`config.mk`:
```
export PLATFORM = sky130hd
export DESIGN_NAME = ett_timer
export DESIGN_NICKNAME = d
export VERILOG_FILES = /design/src/design/ett_pkg.sv /design/src/design/ett_timer.sv
export SDC_FILE = /design/constraint.sdc
export NUM_CORES = 1
export LEC_CHECK = 0
export ABC_CLOCK_PERIOD_IN_PS = 5500
export BUFFER_PORTS_ARGS = -buffer_cell sky130_fd_sc_hd__buf_2
export CAP_MARGIN = 20
export CORE_AREA = 2 2 111 113
export CTS_CLUSTER_SIZE = 14
export DETAILED_ROUTE_END_ITERATION = 7
export DIE_AREA = 0 0 113 115
export SETUP_SLACK_MARGIN = 0.2
export SLEW_MARGIN = 20
export SYNTH_ARGS = -nofsm -noshare
export SYNTH_HDL_FRONTEND = slang
export SYNTH_SLANG_ARGS = --single-unit
```
`constraint.sdc`:
```
create_clock -name clock -period 5.5 [get_ports clock]
set_input_delay 1.1 -clock clock [delete_from_list [all_inputs] [get_ports clock]]
set_output_delay 1.1 -clock clock [all_outputs]
set_load 0.02 [all_outputs]
```
`src/design/ett_pkg.sv`:
```
// Package: register map, field layout and timing constants for the trigger timer
package ett_pkg;
  // ----------------------------------------
  // Register offsets (byte addresses)
  // ----------------------------------------
  localparam logic [3:0] ADDR_CTRL = 4'h0;
  localparam logic [3:0] ADDR_COMPARE = 4'h4;
  localparam logic [3:0] ADDR_CAPTURE = 4'h8;
  localparam logic [3:0] ADDR_STATUS = 4'hC;
  // ----------------------------------------
  // Control register fields
  // ----------------------------------------
  localparam int CTRL_SRC_LSB = 0;
  localparam int CTRL_SRC_W = 2;
  localparam int CTRL_EDGE_LSB = 4;
  localparam int CTRL_EDGE_W = 2;
  localparam int CTRL_STOP_BIT = 6;
  localparam int CTRL_ACAP_BIT = 7;
  localparam int CTRL_LOWSPD_BIT = 8;
  localparam int CTRL_W = 9;
  localparam logic [8:0] CTRL_RESET = 9'h000;
  localparam logic [15:0] COMPARE_RESET = 16'hFFFF;
  // ----------------------------------------
  // Start edge encodings
  // ----------------------------------------
  localparam logic [1:0] EDGE_OFF = 2'h0;
  localparam logic [1:0] EDGE_RISE = 2'h2;
  localparam logic [1:0] EDGE_FALL = 2'h3;
  // ----------------------------------------
  // Timing
  // ----------------------------------------
  localparam int CLK_PERIOD_NS = 10;
  localparam int HF_PERIOD_NS = 10;
  localparam int NOISE_REJECT_PERIODS = 4;
  localparam int NOISE_REJECT_CYCLES =
    (NOISE_REJECT_PERIODS * HF_PERIOD_NS) / CLK_PERIOD_NS;
  localparam logic [15:0] SRC_DIV_0 = 16'h0080;
  localparam logic [15:0] SRC_DIV_1 = 16'h0010;
  localparam logic [15:0] SRC_DIV_2 = 16'h0004;
  localparam logic [15:0] SRC_DIV_3 = 16'h0001;
  typedef enum logic [1:0] {ST_IDLE, ST_COUNT} ett_state_type;
endpackage

```
`src/design/ett_timer.sv`:
```
// External trigger timer: pin filter, start/stop logic, counter, capture, registers

// Function
// Auto-capture copies counter on source clock
// Software waits one source period before reading
// Counter holds until trigger, then counts
// Start edge field picks rise or fall
// Stop option set: match clears, halts, interrupts
// Stop option set: opposite edge aborts silently
// Halted counter restarts from zero on trigger
// Stop option clear: match clears, halts, interrupts
// Stop option clear: opposite edge ignored
// Stop option clear: early trigger ignored
// Filter rejects pulses of four clocks or less
// Source holds pin twelve clocks minimum
// Filter bypassed in low-speed modes
// Low-speed: source holds one machine cycle
// Trigger pin synchronised before edge detection
// Software configures before arming start edge
module ett_timer
  import ett_pkg::*;
#(
  parameter int CNT_W = 16
) (
  // Clock and reset
  input wire logic clock,
  input wire logic reset,
  // Register port
  input wire logic [3:0] regAddr,
  input wire logic [31:0] regWrData,
  input wire logic regWrite,
  input wire logic regRead,
  output logic [31:0] regRdData,
  // Trigger pin
  input wire logic triggerPin,
  // Match interrupt request
  output logic matchInterrupt
);
  // ----------------------------------------
  // Registers
  // ----------------------------------------
  logic [CTRL_W-1:0] ctrl_ff;
  logic [CNT_W-1:0] compare_ff;
  logic [CNT_W-1:0] capture_ff;
  logic [CNT_W-1:0] count_ff;
  logic [15:0] div_ff;
  logic [2:0] sync_ff;
  logic pinLevel_ff;
  logic [3:0] filt_ff;
  logic prevLevel_ff;
  logic matchSticky_ff;
  logic matchInterrupt_ff;
  logic [31:0] regRdData_ff;
  ett_state_type state_ff;

  // ----------------------------------------
  // Control fields
  // ----------------------------------------
  wire logic [1:0] srcSel = ctrl_ff[CTRL_SRC_LSB +: CTRL_SRC_W];
  wire logic [1:0] edgeSel = ctrl_ff[CTRL_EDGE_LSB +: CTRL_EDGE_W];
  wire logic stopOpp = ctrl_ff[CTRL_STOP_BIT];
  wire logic autoCap = ctrl_ff[CTRL_ACAP_BIT];
  wire logic lowSpeed = ctrl_ff[CTRL_LOWSPD_BIT];
  wire logic armed = (edgeSel == EDGE_RISE) || (edgeSel == EDGE_FALL);

  // ----------------------------------------
  // Source clock enable from divider
  // ----------------------------------------
  function automatic logic [15:0] divOf(input logic [1:0] sel);
    logic [15:0] d;
    d = SRC_DIV_3;
    if (sel == 2'h0) d = SRC_DIV_0;
    else if (sel == 2'h1) d = SRC_DIV_1;
    else if (sel == 2'h2) d = SRC_DIV_2;
    return d;
  endfunction
  wire logic [15:0] divLimit = divOf(srcSel) - 16'h0001;
  // Tick on the last count, so a divide of one ticks every clock
  wire logic srcTick = (div_ff >= divLimit);
  wire logic [15:0] nxt_div = srcTick ? 16'h0000 : div_ff + 16'h0001;

  // ----------------------------------------
  // Pin synchroniser and noise filter
  // ----------------------------------------
  // Stage 0 feeds only stage 1; stages 1 and 2 must agree
  wire logic syncAgree = (sync_ff[1] == sync_ff[2]);
  wire logic syncDiffers = syncAgree && (sync_ff[2] != pinLevel_ff);
  // Level must survive past the reject window before it is believed
  wire logic filtDone = (filt_ff > 4'(NOISE_REJECT_CYCLES));
  wire logic takeLevel = syncDiffers && (lowSpeed || filtDone);
  wire logic [3:0] nxt_filt = !syncDiffers ? 4'h0 :
                              filtDone ? filt_ff : filt_ff + 4'h1;
  wire logic nxt_pinLevel = takeLevel ? sync_ff[2] : pinLevel_ff;

  // ----------------------------------------
  // Edge detection
  // ----------------------------------------
  wire logic rise = pinLevel_ff && !prevLevel_ff;
  wire logic fall = !pinLevel_ff && prevLevel_ff;
  // Same decode serves both the starting and the aborting edge
  function automatic logic pickEdge(input logic [1:0] sel, input logic up, input logic down);
    logic e;
    e = down;
    if (sel == EDGE_RISE) e = up;
    return e;
  endfunction
  wire logic trigEdge = pickEdge(edgeSel, rise, fall);
  wire logic oppEdge = pickEdge(edgeSel, fall, rise);

  // ----------------------------------------
  // Counter and state
  // ----------------------------------------
  wire logic counting = (state_ff == ST_COUNT);
  // Checked one count ahead, so the counter never shows a nonzero compare value
  wire logic match = counting && srcTick && (count_ff + 1'b1 == compare_ff);
  wire logic abort = counting && stopOpp && oppEdge && !match;
  wire logic start = armed && !counting && trigEdge;
  ett_state_type nxt_state;
  logic [CNT_W-1:0] nxt_count;
  always_comb begin
    nxt_state = state_ff;
    nxt_count = count_ff;
    case (state_ff)
      ST_IDLE: begin
        if (start) begin
          nxt_state = ST_COUNT;
          nxt_count = '0;
        end
      end
      ST_COUNT: begin
        if (match || abort) begin
          nxt_state = ST_IDLE;
          nxt_count = '0;
        end else if (srcTick) begin
          nxt_count = count_ff + 1'b1;
        end
      end
      default: begin
        nxt_state = ST_IDLE;
        nxt_count = '0;
      end
    endcase
    // Disarming overrides everything and parks the counter at zero
    if (!armed) begin
      nxt_state = ST_IDLE;
      nxt_count = '0;
    end
  end

  // ----------------------------------------
  // Register port
  // ----------------------------------------
  // One address compare shared by the strobes and the read mux
  function automatic logic isAddr(input logic [3:0] addr, input logic [3:0] target);
    return addr == target;
  endfunction
  wire logic wrCtrl = regWrite && isAddr(regAddr, ADDR_CTRL);
  wire logic wrCmp = regWrite && isAddr(regAddr, ADDR_COMPARE);
  wire logic rdStatus = regRead && isAddr(regAddr, ADDR_STATUS);
  // Capture follows the source clock, so the first value lags enable by a tick
  wire logic [CNT_W-1:0] nxt_capture = (autoCap && srcTick) ? count_ff : capture_ff;
  // Hardware set wins over read-clear
  wire logic nxt_sticky = match || (matchSticky_ff && !rdStatus);
  wire logic [31:0] statusWord = {30'h0, counting, matchSticky_ff};
  // Unmapped offsets and idle cycles read as zero
  logic [31:0] nxt_rd;
  always_comb begin
    nxt_rd = 32'h0000_0000;
    if (isAddr(regAddr, ADDR_CTRL)) nxt_rd = 32'(ctrl_ff);
    else if (isAddr(regAddr, ADDR_COMPARE)) nxt_rd = 32'(compare_ff);
    else if (isAddr(regAddr, ADDR_CAPTURE)) nxt_rd = 32'(capture_ff);
    else if (isAddr(regAddr, ADDR_STATUS)) nxt_rd = statusWord;
    if (!regRead) nxt_rd = 32'h0000_0000;
  end

  // ----------------------------------------
  // Control and compare registers
  // ----------------------------------------
  // Capture and status have no write path: they are read-only
  always_ff @(posedge clock) begin
    if (reset) begin
      ctrl_ff <= CTRL_RESET;
    end else if (wrCtrl) begin
      ctrl_ff <= regWrData[CTRL_W-1:0];
    end
  end

  // Reset compare is all ones, one tick short of the longest count, which a compare of zero gives by wrapping
  always_ff @(posedge clock) begin
    if (reset) begin
      compare_ff <= CNT_W'(COMPARE_RESET);
    end else if (wrCmp) begin
      compare_ff <= regWrData[CNT_W-1:0];
    end
  end

  // ----------------------------------------
  // Source clock divider
  // ----------------------------------------
  // Free-running, so arming never waits on a divider restart
  always_ff @(posedge clock) begin
    if (reset) begin
      div_ff <= 16'h0000;
    end else begin
      div_ff <= nxt_div;
    end
  end

  // ----------------------------------------
  // Pin synchroniser, filter and edge history
  // ----------------------------------------
  // The pin enters here and nowhere else
  always_ff @(posedge clock) begin
    if (reset) begin
      sync_ff <= 3'h0;
    end else begin
      sync_ff <= {sync_ff[1:0], triggerPin};
    end
  end

  // Count clears whenever the synchronised level stops disagreeing
  always_ff @(posedge clock) begin
    if (reset) begin
      filt_ff <= 4'h0;
    end else begin
      filt_ff <= nxt_filt;
    end
  end

  // Both levels reset alike, so reset itself makes no edge
  always_ff @(posedge clock) begin
    if (reset) begin
      pinLevel_ff <= 1'b0;
    end else begin
      pinLevel_ff <= nxt_pinLevel;
    end
  end

  always_ff @(posedge clock) begin
    if (reset) begin
      prevLevel_ff <= 1'b0;
    end else begin
      prevLevel_ff <= pinLevel_ff;
    end
  end

  // ----------------------------------------
  // Counter, state and capture
  // ----------------------------------------
  always_ff @(posedge clock) begin
    if (reset) begin
      state_ff <= ST_IDLE;
    end else begin
      state_ff <= nxt_state;
    end
  end

  always_ff @(posedge clock) begin
    if (reset) begin
      count_ff <= '0;
    end else begin
      count_ff <= nxt_count;
    end
  end

  always_ff @(posedge clock) begin
    if (reset) begin
      capture_ff <= '0;
    end else begin
      capture_ff <= nxt_capture;
    end
  end

  // ----------------------------------------
  // Match flag, interrupt and read data
  // ----------------------------------------
  always_ff @(posedge clock) begin
    if (reset) begin
      matchSticky_ff <= 1'b0;
    end else begin
      matchSticky_ff <= nxt_sticky;
    end
  end

  // One-cycle pulse, a clock after the match tick
  always_ff @(posedge clock) begin
    if (reset) begin
      matchInterrupt_ff <= 1'b0;
    end else begin
      matchInterrupt_ff <= match;
    end
  end

  // Read data stand for one cycle only, zero otherwise
  always_ff @(posedge clock) begin
    if (reset) begin
      regRdData_ff <= 32'h0000_0000;
    end else begin
      regRdData_ff <= nxt_rd;
    end
  end

  assign regRdData = regRdData_ff;
  assign matchInterrupt = matchInterrupt_ff;
endmodule

```
Word-level counts from Yosys, hierarchy flattened
Cells that the tools add are included.
{"block": "classes", "addsub": 4, "n_lt_le_gt_ge": 2, "eq_ne": 14, "n_mux": 16, "n_bitwise": 3, "reduce_logical": 36}
{"cell": "$mux W16", "n": 5}
{"cell": "$add A16 B1 Y16 const B", "n": 2}
{"cell": "$pmux W16 S2", "n": 1}
{"cell": "$eq A16 B16 Y1", "n": 1}
{"cell": "$ge A16 B16 Y1", "n": 1}
{"cell": "$logic_and A1 B1 Y1", "n": 16}
{"cell": "$sub A16 B1 Y16 const B", "n": 1}
{"cell": "$mux W9", "n": 1}
{"cell": "$eq A4 B4 Y1 const B", "n": 2}
{"cell": "$mux W8", "n": 1}
{"cell": "$reduce_or A2 Y1", "n": 4}
{"cell": "$eq A2 B2 Y1 const B", "n": 3}
{"cell": "$mux W2", "n": 3}
{"cell": "$logic_not A1 Y1", "n": 5}
{"cell": "$mux W5", "n": 1}
{"cell": "$reduce_or A5 Y1", "n": 1}
{"cell": "$add A4 B1 Y4 const B", "n": 1}
{"cell": "$eq A2 B1 Y1 const B", "n": 2}
{"cell": "$eq A4 B3 Y1 const B", "n": 1}
{"cell": "$gt A4 B3 Y1 const B", "n": 1}
{"cell": "$logic_not A2 Y1", "n": 2}
{"cell": "$logic_not A4 Y1", "n": 1}
{"cell": "$logic_or A1 B1 Y1", "n": 4}
{"cell": "$pmux W2 S2", "n": 1}
{"cell": "10 further kinds", "n": 14}
{"block": "word_totals", "ff_bits": 118, "inputBits": 41, "out_inout_bits": 33, "word_cells": 90}

Depth between registers and ports, before layout
Gate-level depths: netlist of run 1.
{"block": "logic_depth", "depth_word": 13, "ltp_mapped": 12, "depth_no_buf": 10}

Least setup slack after synthesis of run 1
No wires, ideal clock.
{"block": "synth_path", "kind": "register to register", "startpoint": "register ctrl_ff[1]", "endpoint": "register capture_ff[9]", "setup_time_ns": 0.128, "arrival_time_ns": 2.486, "required_ns": 5.372, "setup_slack_ns": 2.886, "path_stages_with_launch": 12, "path_buffers": 2, "synth_period_minus_slack_ns": 2.614, "cell_sequence": "dfxtp_1 or2_2 ha_1 a211oi_1 nand2_1 or2_2 a41o_1 and2_1 clkbuf_1 buf_2 mux2i_1 nor2_1"}
{"block": "synth_via", "elab_chain_len": 7, "word_cells_on_any_way": 9, "classes_between": "1 x add/sub; 1 x order compare; 2 x eq/ne; 3 x mux; 2 x reduce/logical"}
{"item": "start: declaration", "line_no": "ett_timer.sv:42", "source": "logic [CTRL_W-1:0] ctrl_ff;"}
{"item": "start signal: assignment", "line_no": "ett_timer.sv:184", "source": "ctrl_ff <= regWrData[CTRL_W-1:0];"}
{"item": "$eq A2 B2 Y1", "line_no": "ett_timer.sv:74", "source": "else if (sel == 2'h2) d = SRC_DIV_2;"}
{"item": "$mux W3", "line_no": "ett_timer.sv:74"}
{"item": "$mux W5", "line_no": "ett_timer.sv:73", "source": "else if (sel == 2'h1) d = SRC_DIV_1;"}
{"item": "$mux W8 *", "line_no": "ett_timer.sv:72", "source": "if (sel == 2'h0) d = SRC_DIV_0;"}
{"item": "$sub A16 B1 Y16 *", "line_no": "ett_timer.sv:77", "source": "wire logic [15:0] divLimit = divOf(srcSel) - 16'h0001;"}
{"item": "$ge A16 B16 Y1 *", "line_no": "ett_timer.sv:79", "source": "wire logic srcTick = (div_ff >= divLimit);"}
{"item": "$logic_and A1 B1 Y1 *", "line_no": "ett_timer.sv:161", "source": "wire logic [CNT_W-1:0] nxt_capture = (autoCap && srcTick) ? count_ff : capture_ff;"}
{"item": "end signal: assignment", "line_no": "ett_timer.sv:270", "source": "capture_ff <= nxt_capture;"}
{"item": "end: declaration", "line_no": "ett_timer.sv:44", "source": "logic [CNT_W-1:0] capture_ff;"}
Every way passes the cells marked *; elsewhere a longest branch is shown, timed or not.
A chain may end at the register's enable or synchronous reset.

Worst setup path in the final report of run 1
{"block": "layout_path", "startpoint": "input reset", "endpoint": "register count_ff[5]"}
{"block": "layout_via", "elab_chain_len": 1}
{"item": "start: declaration", "line_no": "ett_timer.sv:27", "source": "input wire logic reset,"}
{"item": "$reduce_or A2 Y1 (no source line)"}
{"item": "end signal: assignment", "line_no": "ett_timer.sv:262", "source": "count_ff <= nxt_count;"}
{"item": "end: declaration", "line_no": "ett_timer.sv:45", "source": "logic [CNT_W-1:0] count_ff;"}
Every way passes these cells.

==> results.sh, run 1 <==
export IMPL_wl_microns=11900
export IMPL_clock_latency_ns=0.36
export IMPL_maxCapViolCount=0
export IMPL_ir_worst_vdd_uv=223
export IMPL_syn_avg_cell_area_sq_um=8.75
export IMPL_synthSimpleGateAreaFrac_pct=25.8
export IMPL_num_fill_cells=1178
export IMPL_crit_path_max_incr_delay_ns=0.78
export IMPL_finalCritPeriodShare_pct=57.5
export IMPL_viasPerCell=5.52
export IMPL_synth_edff_count=0
export IMPL_antenna_found_initial=0
export IMPL_layout_cells_non_filler=752
export IMPL_drc=3
export IMPL_critPathKind="primary input to flip-flop"
export IMPL_fin_skew_ns=0.0105
export IMPL_synth_area_mux_share_pct=5.81
export IMPL_rows=40
export IMPL_stdcell_area_sq_um=5540
export IMPL_synth_seq_cells=101
export IMPL_min_path_type="flip-flop to flip-flop"
export IMPL_fin_ws_ns=2.34
export IMPL_drt_iter0_drc=231
export IMPL_fmax_ghz=0.316
export IMPL_worst_pin_slew_ns=1.11
export IMPL_cts_path_max_buffers=2
export IMPL_h_tree_depth=3
export IMPL_coreArea_sq_um=11800
export IMPL_maxSlewViolCount=0
export IMPL_clock_sinks=101
export IMPL_gr_usage_all_layers_pct=18.8
export IMPL_place_area_sq_um=5250
export IMPL_synth_top_family_by_area="simple AND/OR/NAND/NOR gates"
export IMPL_fin_util_pct=46.9
export IMPL_grt_pass1_vias=3985
export IMPL_p_total_mw=1.43
export IMPL_slew_headroom_pct=25.9
export IMPL_syn_inst=576
export IMPL_first_pass_iters=7
export IMPL_diodes=0
export IMPL_fin_setup_tns_ns=0
export IMPL_start_util_pct=42.7
export IMPL_power_density_nw_per_um2=258
export IMPL_power_frac_seq_pct=52.1
export IMPL_crit_path_end_kind="flip-flop"
export IMPL_grt_overflow=0
export IMPL_crit_path_start_kind="primary input"
export IMPL_cts_resized=0
export IMPL_crit_fanout=52
export IMPL_synthAdderAreaFrac_pct=2.98
export IMPL_syn_area_sq_um=5040
export IMPL_synth_yosys_warnings=0
export IMPL_slowest_stage="nor2_1"
export IMPL_wire_per_inst_microns=15.8
export IMPL_status="finished, violations left"
export IMPL_io_buffers=41
export IMPL_drive_above_1_share_pct=13.2
export IMPL_sw_frac_of_total_pct=24.5
export IMPL_cts_tree="built"
export IMPL_setup_viol=0
export IMPL_pwr_share_clk_pct=43.4
export IMPL_power_leakage_nw=2.20
export IMPL_failed_checks="DRC"
export IMPL_cts_root_buf="clkbuf_16"
export IMPL_dp_hpwl_microns=8320
export IMPL_cts_buffers=9
export IMPL_synth_compound_area_share_pct=13.1
export IMPL_cell_internal_pwr_mw=1.08
export IMPL_post_cts_buffers=0
export IMPL_cp_cell_sequence="buf_2 -> buf_4 -> nand2b_1 -> nor2_1 -> nand4_4 -> o311ai_0"
export IMPL_synth_main_ff_cell="dfxtp_1"
export IMPL_ant_nets=0
export IMPL_nets=653
export IMPL_clk_pin_slew_ns=0.08
export IMPL_hold_viol=0
export IMPL_synth_cell_type_count=63
export IMPL_fin_crit_ns=3.16
export IMPL_worst_ep_required_time_ns=5.74
export IMPL_switchingPower_uw=350
export IMPL_p_comb_share_pct=4.5
export IMPL_dr_total_vias=4150
export IMPL_yosysSeqAreaShare_pct=40.1
export IMPL_die_x_microns=113
export IMPL_grt_setup_unrepaired="false"
export IMPL_die_h_microns=115
export IMPL_async_reset_ff_share_pct=0
export IMPL_fin_hold_ws_ns=0.446
export IMPL_grt_max_degree=53
export IMPL_place_ws_ns=2.04
export IMPL_area_delta_synth_final_pct=9.85
export IMPL_arrival_ns=3.40
export IMPL_place_congestion=0.833
export IMPL_ctsHoldBuffers=0
export IMPL_synth_xor_area_share_pct=5.44
export IMPL_dieArea_sq_um=13000
export IMPL_grt_pass1_wl_microns=19500
export IMPL_ios=74
export IMPL_dp_cells=736
-- state kept, by name (all words and copies together) (netlist names) --
signal,flops
capture_ff,16
compare_ff,16
count_ff,16
ctrl_ff,9
div_ff,16
filt_ff,4
matchInterrupt,1
matchSticky_ff,1
pinLevel_ff,1
prevLevel_ff,1
regRdData,16
state_ff,1
sync_ff,3
-- worst max-delay path, delay by kind of cell --
kind / cells / cell delay [ns]
AND/OR/NAND/NOR: 3 / 1.49
AO/OA/AOI/OAI: 1 / 0.43
buffers and inverters: 2 / 0.36
-- path summary, 6_finish.rpt --
path | slack (ns) | endpoint | depth (start not counted) | startpoint
setup reg to reg | 2.34 | count_ff[5] | 8 | count_ff[0]
hold reg to reg | 0.45 | sync_ff[1] | 1 | sync_ff[0]
hold / removal | 0.45 | sync_ff[1] | 1 | sync_ff[0]
setup / recovery | 2.34 | count_ff[5] | 6 | reset
-- placed cells by master, fill, tap and decap left out, types with 10 or more instances in the layout --
cell type	count
xnor2_1	14
nand3_1	21
ha_1	12
o21ai_0	10
nand2b_1	10
conb_1	24
a21oi_1	15
xor2_1	12
nor2b_1	11
a22oi_1	23
buf_2	41
nand3b_1	16
mux2i_1	27
inv_1	10
nor2_1	69
nand2_1	62
dfxtp_1	101
-- power groups by stage --
| stage | combinational [mW] | sequential, mW | clock, mW |
|---|---|---|---|
| after floorplan | 0.0499 | 0.762 | 0 |
| after global placement | 0.0633 | 0.762 | 0 |
| after detailed placement | 0.0641 | 0.762 | 0 |
| after CTS | 0.0645 | 0.745 | 0.633 |
| after global routing | 0.0711 | 0.746 | 0.659 |
| final | 0.0644 | 0.745 | 0.620 |
-- routing by layer --
metal,track usage (%),part of all wire (%),vias to the layer above
met4,6.18,1.6,0
met5,0,0,-
met2,33.3,48,105
met3,4.01,4.9,15
met1,22.8,45,1986
li1,-,-,2044
-- logic make-up (layout without fill, tap and decap cells) --
group | count (synthesis) | count (layout)
simple gates | 247 | 247
flops | 101 | 101
buf+inv | 64 | 71
xor+xnor | 28 | 28
compound gates | 93 | 93
fa+ha+maj | 12 | 12
other cells | 2 | 24
mux | 29 | 29
-- Yosys cell counts, types with 7 or more instances --
cell / instances / area share [%]
buf_4: 16 / 2.4
nand2b_1: 10 / 1.2
ha_1: 12 / 3.0
buf_2: 7 / 0.69
inv_1: 10 / 0.74
a21oi_1: 15 / 1.5
a22oi_1: 23 / 3.4
o21ai_0: 10 / 0.99
nand2_1: 62 / 4.6
mux2i_1: 27 / 5.4
nand3b_1: 16 / 2.4
xor2_1: 12 / 2.1
nor2b_1: 11 / 1.4
nand3_1: 21 / 2.1
xnor2_1: 14 / 2.4
and4_1: 9 / 1.6
nand4_1: 8 / 0.99
nor2_1: 69 / 5.1
clkbuf_1: 27 / 2.0
dfxtp_1: 101 / 40
and3_1: 8 / 0.99
-- cell type report --
cell class	count	area, sq um	share of cell area, %
sequential	101	2020	36.5
multi-input combinational	433	2770	50.0
inverter	10	37.5	0.678
tap	147	184	3.32
clock inverter	7	63.8	1.15
clock buffer	9	225	4.07
timing repair buffer	45	235	4.25
No activity file was read; power rests on OpenSTA's default activity.
==> inputs of run 2 (changes only) <==
--- a/config.mk
+++ b/config.mk
@@ -5,13 +5,14 @@
 export SDC_FILE = /design/constraint.sdc
 export NUM_CORES = 1
 export LEC_CHECK = 0
-export ABC_CLOCK_PERIOD_IN_PS = 5500
+export ABC_AREA = 1
+export ABC_CLOCK_PERIOD_IN_PS = 2990
 export BUFFER_PORTS_ARGS = -buffer_cell sky130_fd_sc_hd__buf_2
 export CAP_MARGIN = 20
-export CORE_AREA = 2 2 111 113
+export CORE_AREA = 2 2 109 111
 export CTS_CLUSTER_SIZE = 14
 export DETAILED_ROUTE_END_ITERATION = 7
-export DIE_AREA = 0 0 113 115
+export DIE_AREA = 0 0 111 113
 export SETUP_SLACK_MARGIN = 0.2
 export SLEW_MARGIN = 20
 export SYNTH_ARGS = -nofsm -noshare
==> constraint.sdc (replaced) <==
create_clock -name clock -period 2.99 [get_ports clock]
set_input_delay 0.598 -clock clock [delete_from_list [all_inputs] [get_ports clock]]
set_output_delay 0.598 -clock clock [all_outputs]
set_load 0.02 [all_outputs]
==> run 2 against run 1 <==
Net effect: the flow now finishes without violations; routed wire length decreased by 1.4%; first-iteration DRC count shrank 0.43%; non-clock buffer count grew 5; synthesized area is 2.5% lower; sequential cell count unchanged; count of clock-buffer cells in the layout up 3; final cell count increased by 15%; core utilization increased by 2.0 points; global-route usage rose by 0.61 points; critical path depth grew 5; sequential share of layout area is 0.21 points higher; via count grew 4.9%; largest cell class unchanged.
==> results.sh, run 2 <==
export IMPL_status="completed"
export IMPL_p_total_mw=2.58
export IMPL_slew_headroom_pct=55.7
export IMPL_synth_yosys_warnings=0
export IMPL_rows=39
export IMPL_first_pass_iters=5
export IMPL_nets=769
export IMPL_fin_crit_ns=2.53
export IMPL_synth_xor_area_share_pct=1.25
export IMPL_synth_top_family_by_area="simple AND/OR/NAND/NOR gates"
export IMPL_ios=74
export IMPL_syn_avg_cell_area_sq_um=7.34
export IMPL_antenna_found_initial=0
export IMPL_wire_per_inst_microns=13.6
export IMPL_critPathKind="flip-flop to flip-flop"
export IMPL_grt_pass1_wl_microns=19300
export IMPL_clock_latency_ns=0.35
export IMPL_dp_hpwl_microns=8670
export IMPL_ant_nets=0
export IMPL_yosys_area_top_type="dfxtp_1"
export IMPL_syn_inst=670
export IMPL_coreArea_sq_um=11300
export IMPL_arrival_ns=2.76
export IMPL_synth_compound_area_share_pct=16.8
export IMPL_reg2reg_depth=11
export IMPL_synth_seq_cells=101
export IMPL_min_path_type="flip-flop to flip-flop"
export IMPL_clock_sinks=101
export IMPL_fin_hold_ws_ns=0.409
export IMPL_r2r_end="count_ff[5]"
export IMPL_fmax_ghz=0.395
export IMPL_synth_main_ff_cell="dfxtp_1"
export IMPL_worst_pin_slew_ns=0.661
export IMPL_maxCapViolCount=0
export IMPL_die_x_microns=111
export IMPL_diodes=0
export IMPL_async_reset_ff_share_pct=0
export IMPL_synth_area_mux_share_pct=0
export IMPL_fin_skew_ns=0.00644
export IMPL_worst_ep_required_time_ns=3.22
export IMPL_grt_pass1_vias=4020
export IMPL_gr_usage_all_layers_pct=19.4
export IMPL_grt_max_degree=41
export IMPL_h_tree_depth=3
export IMPL_crit_path_start_kind="flip-flop"
export IMPL_synth_edff_count=0
export IMPL_power_leakage_nw=2.38
export IMPL_finalCritPeriodShare_pct=84.6
export IMPL_cts_buffers=9
export IMPL_area_delta_synth_final_pct=12.0
export IMPL_cts_tree="built"
export IMPL_synthSimpleGateAreaFrac_pct=26.7
export IMPL_fin_setup_tns_ns=0
export IMPL_drc=0
export IMPL_synth_cell_type_count=38
export IMPL_viasPerCell=5.04
export IMPL_post_cts_buffers=0
export IMPL_drt_iter0_drc=230
export IMPL_hold_end="sync_ff[1]"
export IMPL_ctsHoldBuffers=0
export IMPL_wl_microns=11700
export IMPL_holdPathStages=2
export IMPL_fin_util_pct=48.9
export IMPL_yosysSeqAreaShare_pct=41.1
export IMPL_dp_cells=848
export IMPL_io_buffers=41
export IMPL_min_from="sync_ff[0]"
export IMPL_grt_setup_unrepaired="false"
export IMPL_cts_root_buf="clkbuf_16"
export IMPL_num_fill_cells=1099
export IMPL_synthAdderAreaFrac_pct=3.05
export IMPL_setup_viol=0
export IMPL_ys_top_cells_by_count="nand2_1, dfxtp_1, inv_1, a21oi_1, nand3_1"
export IMPL_synthTopCellsByArea="dfxtp_1, nand2_1, inv_1"
export IMPL_ir_worst_vdd_uv=393
export IMPL_dr_total_vias=4354
export IMPL_clk_pin_slew_ns=0.06
export IMPL_maxSlewViolCount=0
export IMPL_start_util_pct=43.6
export IMPL_rr_startpoint="ctrl_ff[1]"
export IMPL_hold_viol=0
export IMPL_place_congestion=0.878
export IMPL_power_density_nw_per_um2=469
export IMPL_die_h_microns=113
export IMPL_layout_cells_non_filler=864
export IMPL_cts_path_max_buffers=2
export IMPL_cts_resized=0
export IMPL_dieArea_sq_um=12500
export IMPL_grt_overflow=0
export IMPL_rrSetupSlack_ns=0.46
export IMPL_netlist_area_leader_share_pct=41.1
export IMPL_crit_path_end_kind="flip-flop"
export IMPL_layout_common_cells="nand2_1, dfxtp_1, inv_1"
export IMPL_layout_commonest_cell="nand2_1"
export IMPL_syn_area_sq_um=4920
export IMPL_drive_above_1_share_pct=14.3
export IMPL_crit_fanout=30
export IMPL_synth_most_common_cell="nand2_1"
## run 2: worst max path at each step
stage	startpoint	endpoint	slack, ns
final	ctrl_ff[1]	count_ff[5]	0.46
after global routing	ctrl_ff[1]	count_ff[5]	0.21
after CTS	ctrl_ff[1]	count_ff[5]	0.48
after detailed placement	ctrl_ff[1]	count_ff[7]	0.51
after global placement	ctrl_ff[1]	count_ff[9]	0.57
after floorplan	ctrl_ff[1]	count_ff[15]	0.87
## run 2: per-stage QoR
stage | setup slack, ns | instance area (sq um)
2_1_floorplan | 0.870 | 5000
3_3_place_gp | 0.567 | 5240
3_5_place_dp | 0.508 | 5240
4_1_cts | 0.483 | 5510
5_1_grt | 0.215 | 5510
6_report | 0.459 | 5510
## run 2: worst max-delay path, cell delays in order, from the launching register on
cell and delay (ns):
dfxtp_1 0.43, inv_1 0.09, nand2_1 0.15, ha_1 0.27, a21oi_1 0.15, o21a_1 0.12, nand4_1 0.31, a21oi_1 0.32
inv_1 0.06, buf_4 0.24, o21ai_0 0.23, a21oi_2 0.04
## run 2: power breakdown
part / switching [mW] / total, mW / internal [mW]
clock: 0.485 / 1.07 / 0.584
sequential: 0.0110 / 1.38 / 1.37
combinational: 0.0946 / 0.133 / 0.0386
total: 0.591 / 2.58 / 1.99
## run 2: kinds of logic after synthesis
group / Yosys count
DFF: 101
xor gates and xnor gates: 7
other: 2
and+or+nand+nor: 281
buffers and inverters: 122
adders and majority gates: 12
AOI/OAI and AO/OA: 145
## run 2: cell type report
class	count	area [sq um]	area share [%]
Clock buffer	12	246	4.48
Timing Repair Buffer	50	273	4.95
Inverter	85	319	5.79
Sequential cell	101	2020	36.7
Tap cell	143	179	3.25
Multi-Input combinational cell	469	2440	44.4
Clock inverter	4	23.8	0.432
## run 2: routing by layer
metal | global-route usage (%) | share of wire (%) | vias up
met5 | 0 | 0 | -
met2 | 31.4 | 45 | 106
met4 | 6.17 | 1.6 | 0
met1 | 25.9 | 48 | 1992
met3 | 4.39 | 5.4 | 13
li1 | - | - | 2243
==> inputs of run 3 (changes only) <==
--- a/config.mk
+++ b/config.mk
@@ -5,14 +5,14 @@
 export SDC_FILE = /design/constraint.sdc
 export NUM_CORES = 1
 export LEC_CHECK = 0
-export ABC_AREA = 1
-export ABC_CLOCK_PERIOD_IN_PS = 2990
+export ABC_AREA = 0
+export ABC_CLOCK_PERIOD_IN_PS = 2500
 export BUFFER_PORTS_ARGS = -buffer_cell sky130_fd_sc_hd__buf_2
 export CAP_MARGIN = 20
-export CORE_AREA = 2 2 109 111
+export CORE_AREA = 2 2 111 113
 export CTS_CLUSTER_SIZE = 14
 export DETAILED_ROUTE_END_ITERATION = 7
-export DIE_AREA = 0 0 111 113
+export DIE_AREA = 0 0 113 115
 export SETUP_SLACK_MARGIN = 0.2
 export SLEW_MARGIN = 20
 export SYNTH_ARGS = -nofsm -noshare
==> constraint.sdc (replaced) <==
create_clock -name clock -period 2.5 [get_ports clock]
set_input_delay 0.5 -clock clock [delete_from_list [all_inputs] [get_ports clock]]
set_output_delay 0.5 -clock clock [all_outputs]
set_load 0.02 [all_outputs]
==> run 3 against run 2 <==
Net effect: the flow now finishes with violations (DRC); core utilization increased by 4.1 points; register-to-register slack lost 0.32 ns; sequential share of layout area fell by 4.2 points; via count down 0.73%; hold slack lost 0.039 ns; power grew 27%; largest power group unchanged; largest cell class unchanged; critical path depth is the same; cell area is 14% higher.
==> results.sh, run 3 (synthesis gave the netlist of run 1 again) <==
export IMPL_drive_above_1_share_pct=25.8
export IMPL_antenna_found_initial=0
export IMPL_slew_headroom_pct=49.9
export IMPL_crit_buf_inv=3
export IMPL_cts_root_buf="clkbuf_16"
export IMPL_drt_iter0_drc=200
export IMPL_worst_pin_slew_ns=0.751
export IMPL_power_leakage_nw=2.55
export IMPL_io_buffers=41
export IMPL_finalCritPeriodShare_pct=94.4
export IMPL_cts_tree="built"
export IMPL_drc=7
export IMPL_dieArea_sq_um=13000
export IMPL_wire_per_inst_microns=16.2
export IMPL_wl_microns=13000
export IMPL_rows=40
export IMPL_coreArea_sq_um=11800
export IMPL_num_fill_cells=1084
export IMPL_fmax_ghz=0.424
export IMPL_min_path_type="primary input to flip-flop"
export IMPL_status="finished, violations left"
export IMPL_grt_max_degree=51
export IMPL_arrival_ns=2.62
export IMPL_dr_total_vias=4322
export IMPL_crit_path_max_incr_delay_ns=0.36
export IMPL_diodes=0
export IMPL_clk_pin_slew_ns=0.07
export IMPL_layout_common_cells="dfxtp_1, nor2_1, nand2_1"
export IMPL_failed_checks="DRC"
export IMPL_cts_path_max_buffers=2
export IMPL_place_area_sq_um=5650
export IMPL_power_density_nw_per_um2=523
export IMPL_setup_viol=0
export IMPL_grt_setup_unrepaired="true"
export IMPL_first_pass_iters=6
export IMPL_die_x_microns=113
export IMPL_cp_top_family="compound AO/OA/AOI/OAI gates"
export IMPL_nets=707
export IMPL_layout_commonest_cell="dfxtp_1"
export IMPL_ir_worst_vdd_uv=559
export IMPL_viasPerCell=5.37
export IMPL_worst_ep_required_time_ns=2.76
export IMPL_dp_hpwl_microns=9210
export IMPL_area_delta_synth_final_pct=24.1
export IMPL_grt_pass1_vias=4313
export IMPL_fin_crit_ns=2.36
export IMPL_maxSlewViolCount=0
export IMPL_fin_skew_ns=0.00527
export IMPL_start_util_pct=42.7
export IMPL_ant_nets=0
export IMPL_clock_latency_ns=0.34
export IMPL_die_h_microns=115
export IMPL_layout_cells_non_filler=805
export IMPL_clock_sinks=101
export IMPL_ios=74
export IMPL_crit_fanout=5
export IMPL_cts_buffers=9
export IMPL_crit_path_end_kind="flip-flop"
export IMPL_dp_cells=782
export IMPL_place_congestion=0.864
export IMPL_grt_pass1_wl_microns=21200
export IMPL_hold_viol=0
export IMPL_maxCapViolCount=0
export IMPL_stdcell_area_sq_um=6260
export IMPL_h_tree_depth=3
export IMPL_slowest_stage="dfxtp_4"
export IMPL_fin_setup_tns_ns=0
export IMPL_critPathKind="flip-flop to flip-flop"
export IMPL_grt_overflow=0
export IMPL_gr_usage_all_layers_pct=20.4
export IMPL_cp_cell_sequence="ha_4 -> buf_4 -> a31oi_1 -> o21ai_0 -> a31oi_2 -> o21ba_2 -> nand4b_4 -> nand4_4 -> buf_6 -> buf_12 -> o31ai_4"
export IMPL_crit_path_start_kind="flip-flop"
run 3: cell types whose count changed in the layout (fill, tap and decap cells not counted), sizes merged, moves of 27 or more:
cell and delta:
nand2 -79, inv -72, a21oi -49, buf +49, nand3 -39, o21ai -37, mux2i +27
run 3: area by class of cell:
cell class / instances / area (sq um) / share of cell area (%)
clock buffers: 10 / 229 / 3.66
multi-input cells: 433 / 2990 / 47.8
clock inverters: 5 / 83.8 / 1.34
repair buffers: 99 / 696 / 11.1
well taps: 147 / 184 / 2.94
inverters: 10 / 37.5 / 0.600
flip-flops and latches: 101 / 2030 / 32.5
run 3: worst register-to-register path, cell delays in order (launching register included):
cell and delay [ns]:
dfxtp_4 0.36, ha_4 0.17, buf_4 0.15, a31oi_1 0.24, o21ai_0 0.15, a31oi_2 0.23
o21ba_2 0.20, nand4b_4 0.13, nand4_4 0.18, buf_6 0.19, buf_12 0.12, o31ai_4 0.16
run 3: worst paths after layout:
check                           slack [ns]  cells after the start   startpoint     endpoint
worst min-delay path                  0.37                      2   triggerPin   sync_ff[0]
worst max-delay path                  0.14                     11  count_ff[0]  count_ff[4]
worst max register to register        0.14                     11  count_ff[0]  count_ff[4]
worst min register to register        0.45                      1   sync_ff[0]   sync_ff[1]
run 3: power by group:
| part | switching [mW] | internal (mW) |
|---|---|---|
| Sequential | 0.0128 | 1.63 |
| Combinational | 0.0974 | 0.0525 |
| Clock | 0.608 | 0.876 |
run 3: what timing repair did:
item	4_1_cts	5_1_grt
gates cloned	0	1
hold buffers	0	0
setup buffers	6	1
gates resized for setup	38	21
endpoints found under the setup margin	18	34
pin swaps	11	8
run 3: per-stage QoR:
| step | total power [mW] | hold slack [ns] | setup WS, ns | util (%) |
|---|---|---|---|---|
| floorplan | 1.79 | 0.414 | 0.206 | - |
| CTS | 3.29 | 0.371 | 0.169 | 52.0 |
| global route | 3.39 | 0.376 | 0.0206 | 53.0 |
| detailed placement | 1.82 | 0.441 | 0.0155 | 47.8 |
| global placement | 1.82 | 0.448 | 0.0943 | 47.8 |
| finish | 3.27 | 0.371 | 0.141 | 53.0 |
run 3: routing by layer:
metal  track usage, %  vias up  part of all wire, %  routed length, microns
met4             6.18        0                  1.5                     193
li1                 -     2149                    -                       -
met3             3.90       14                  3.7                     481
met5                0        -                    0                       0
met2             36.1       88                   50                    6530
met1             25.4     2071                   45                    5840
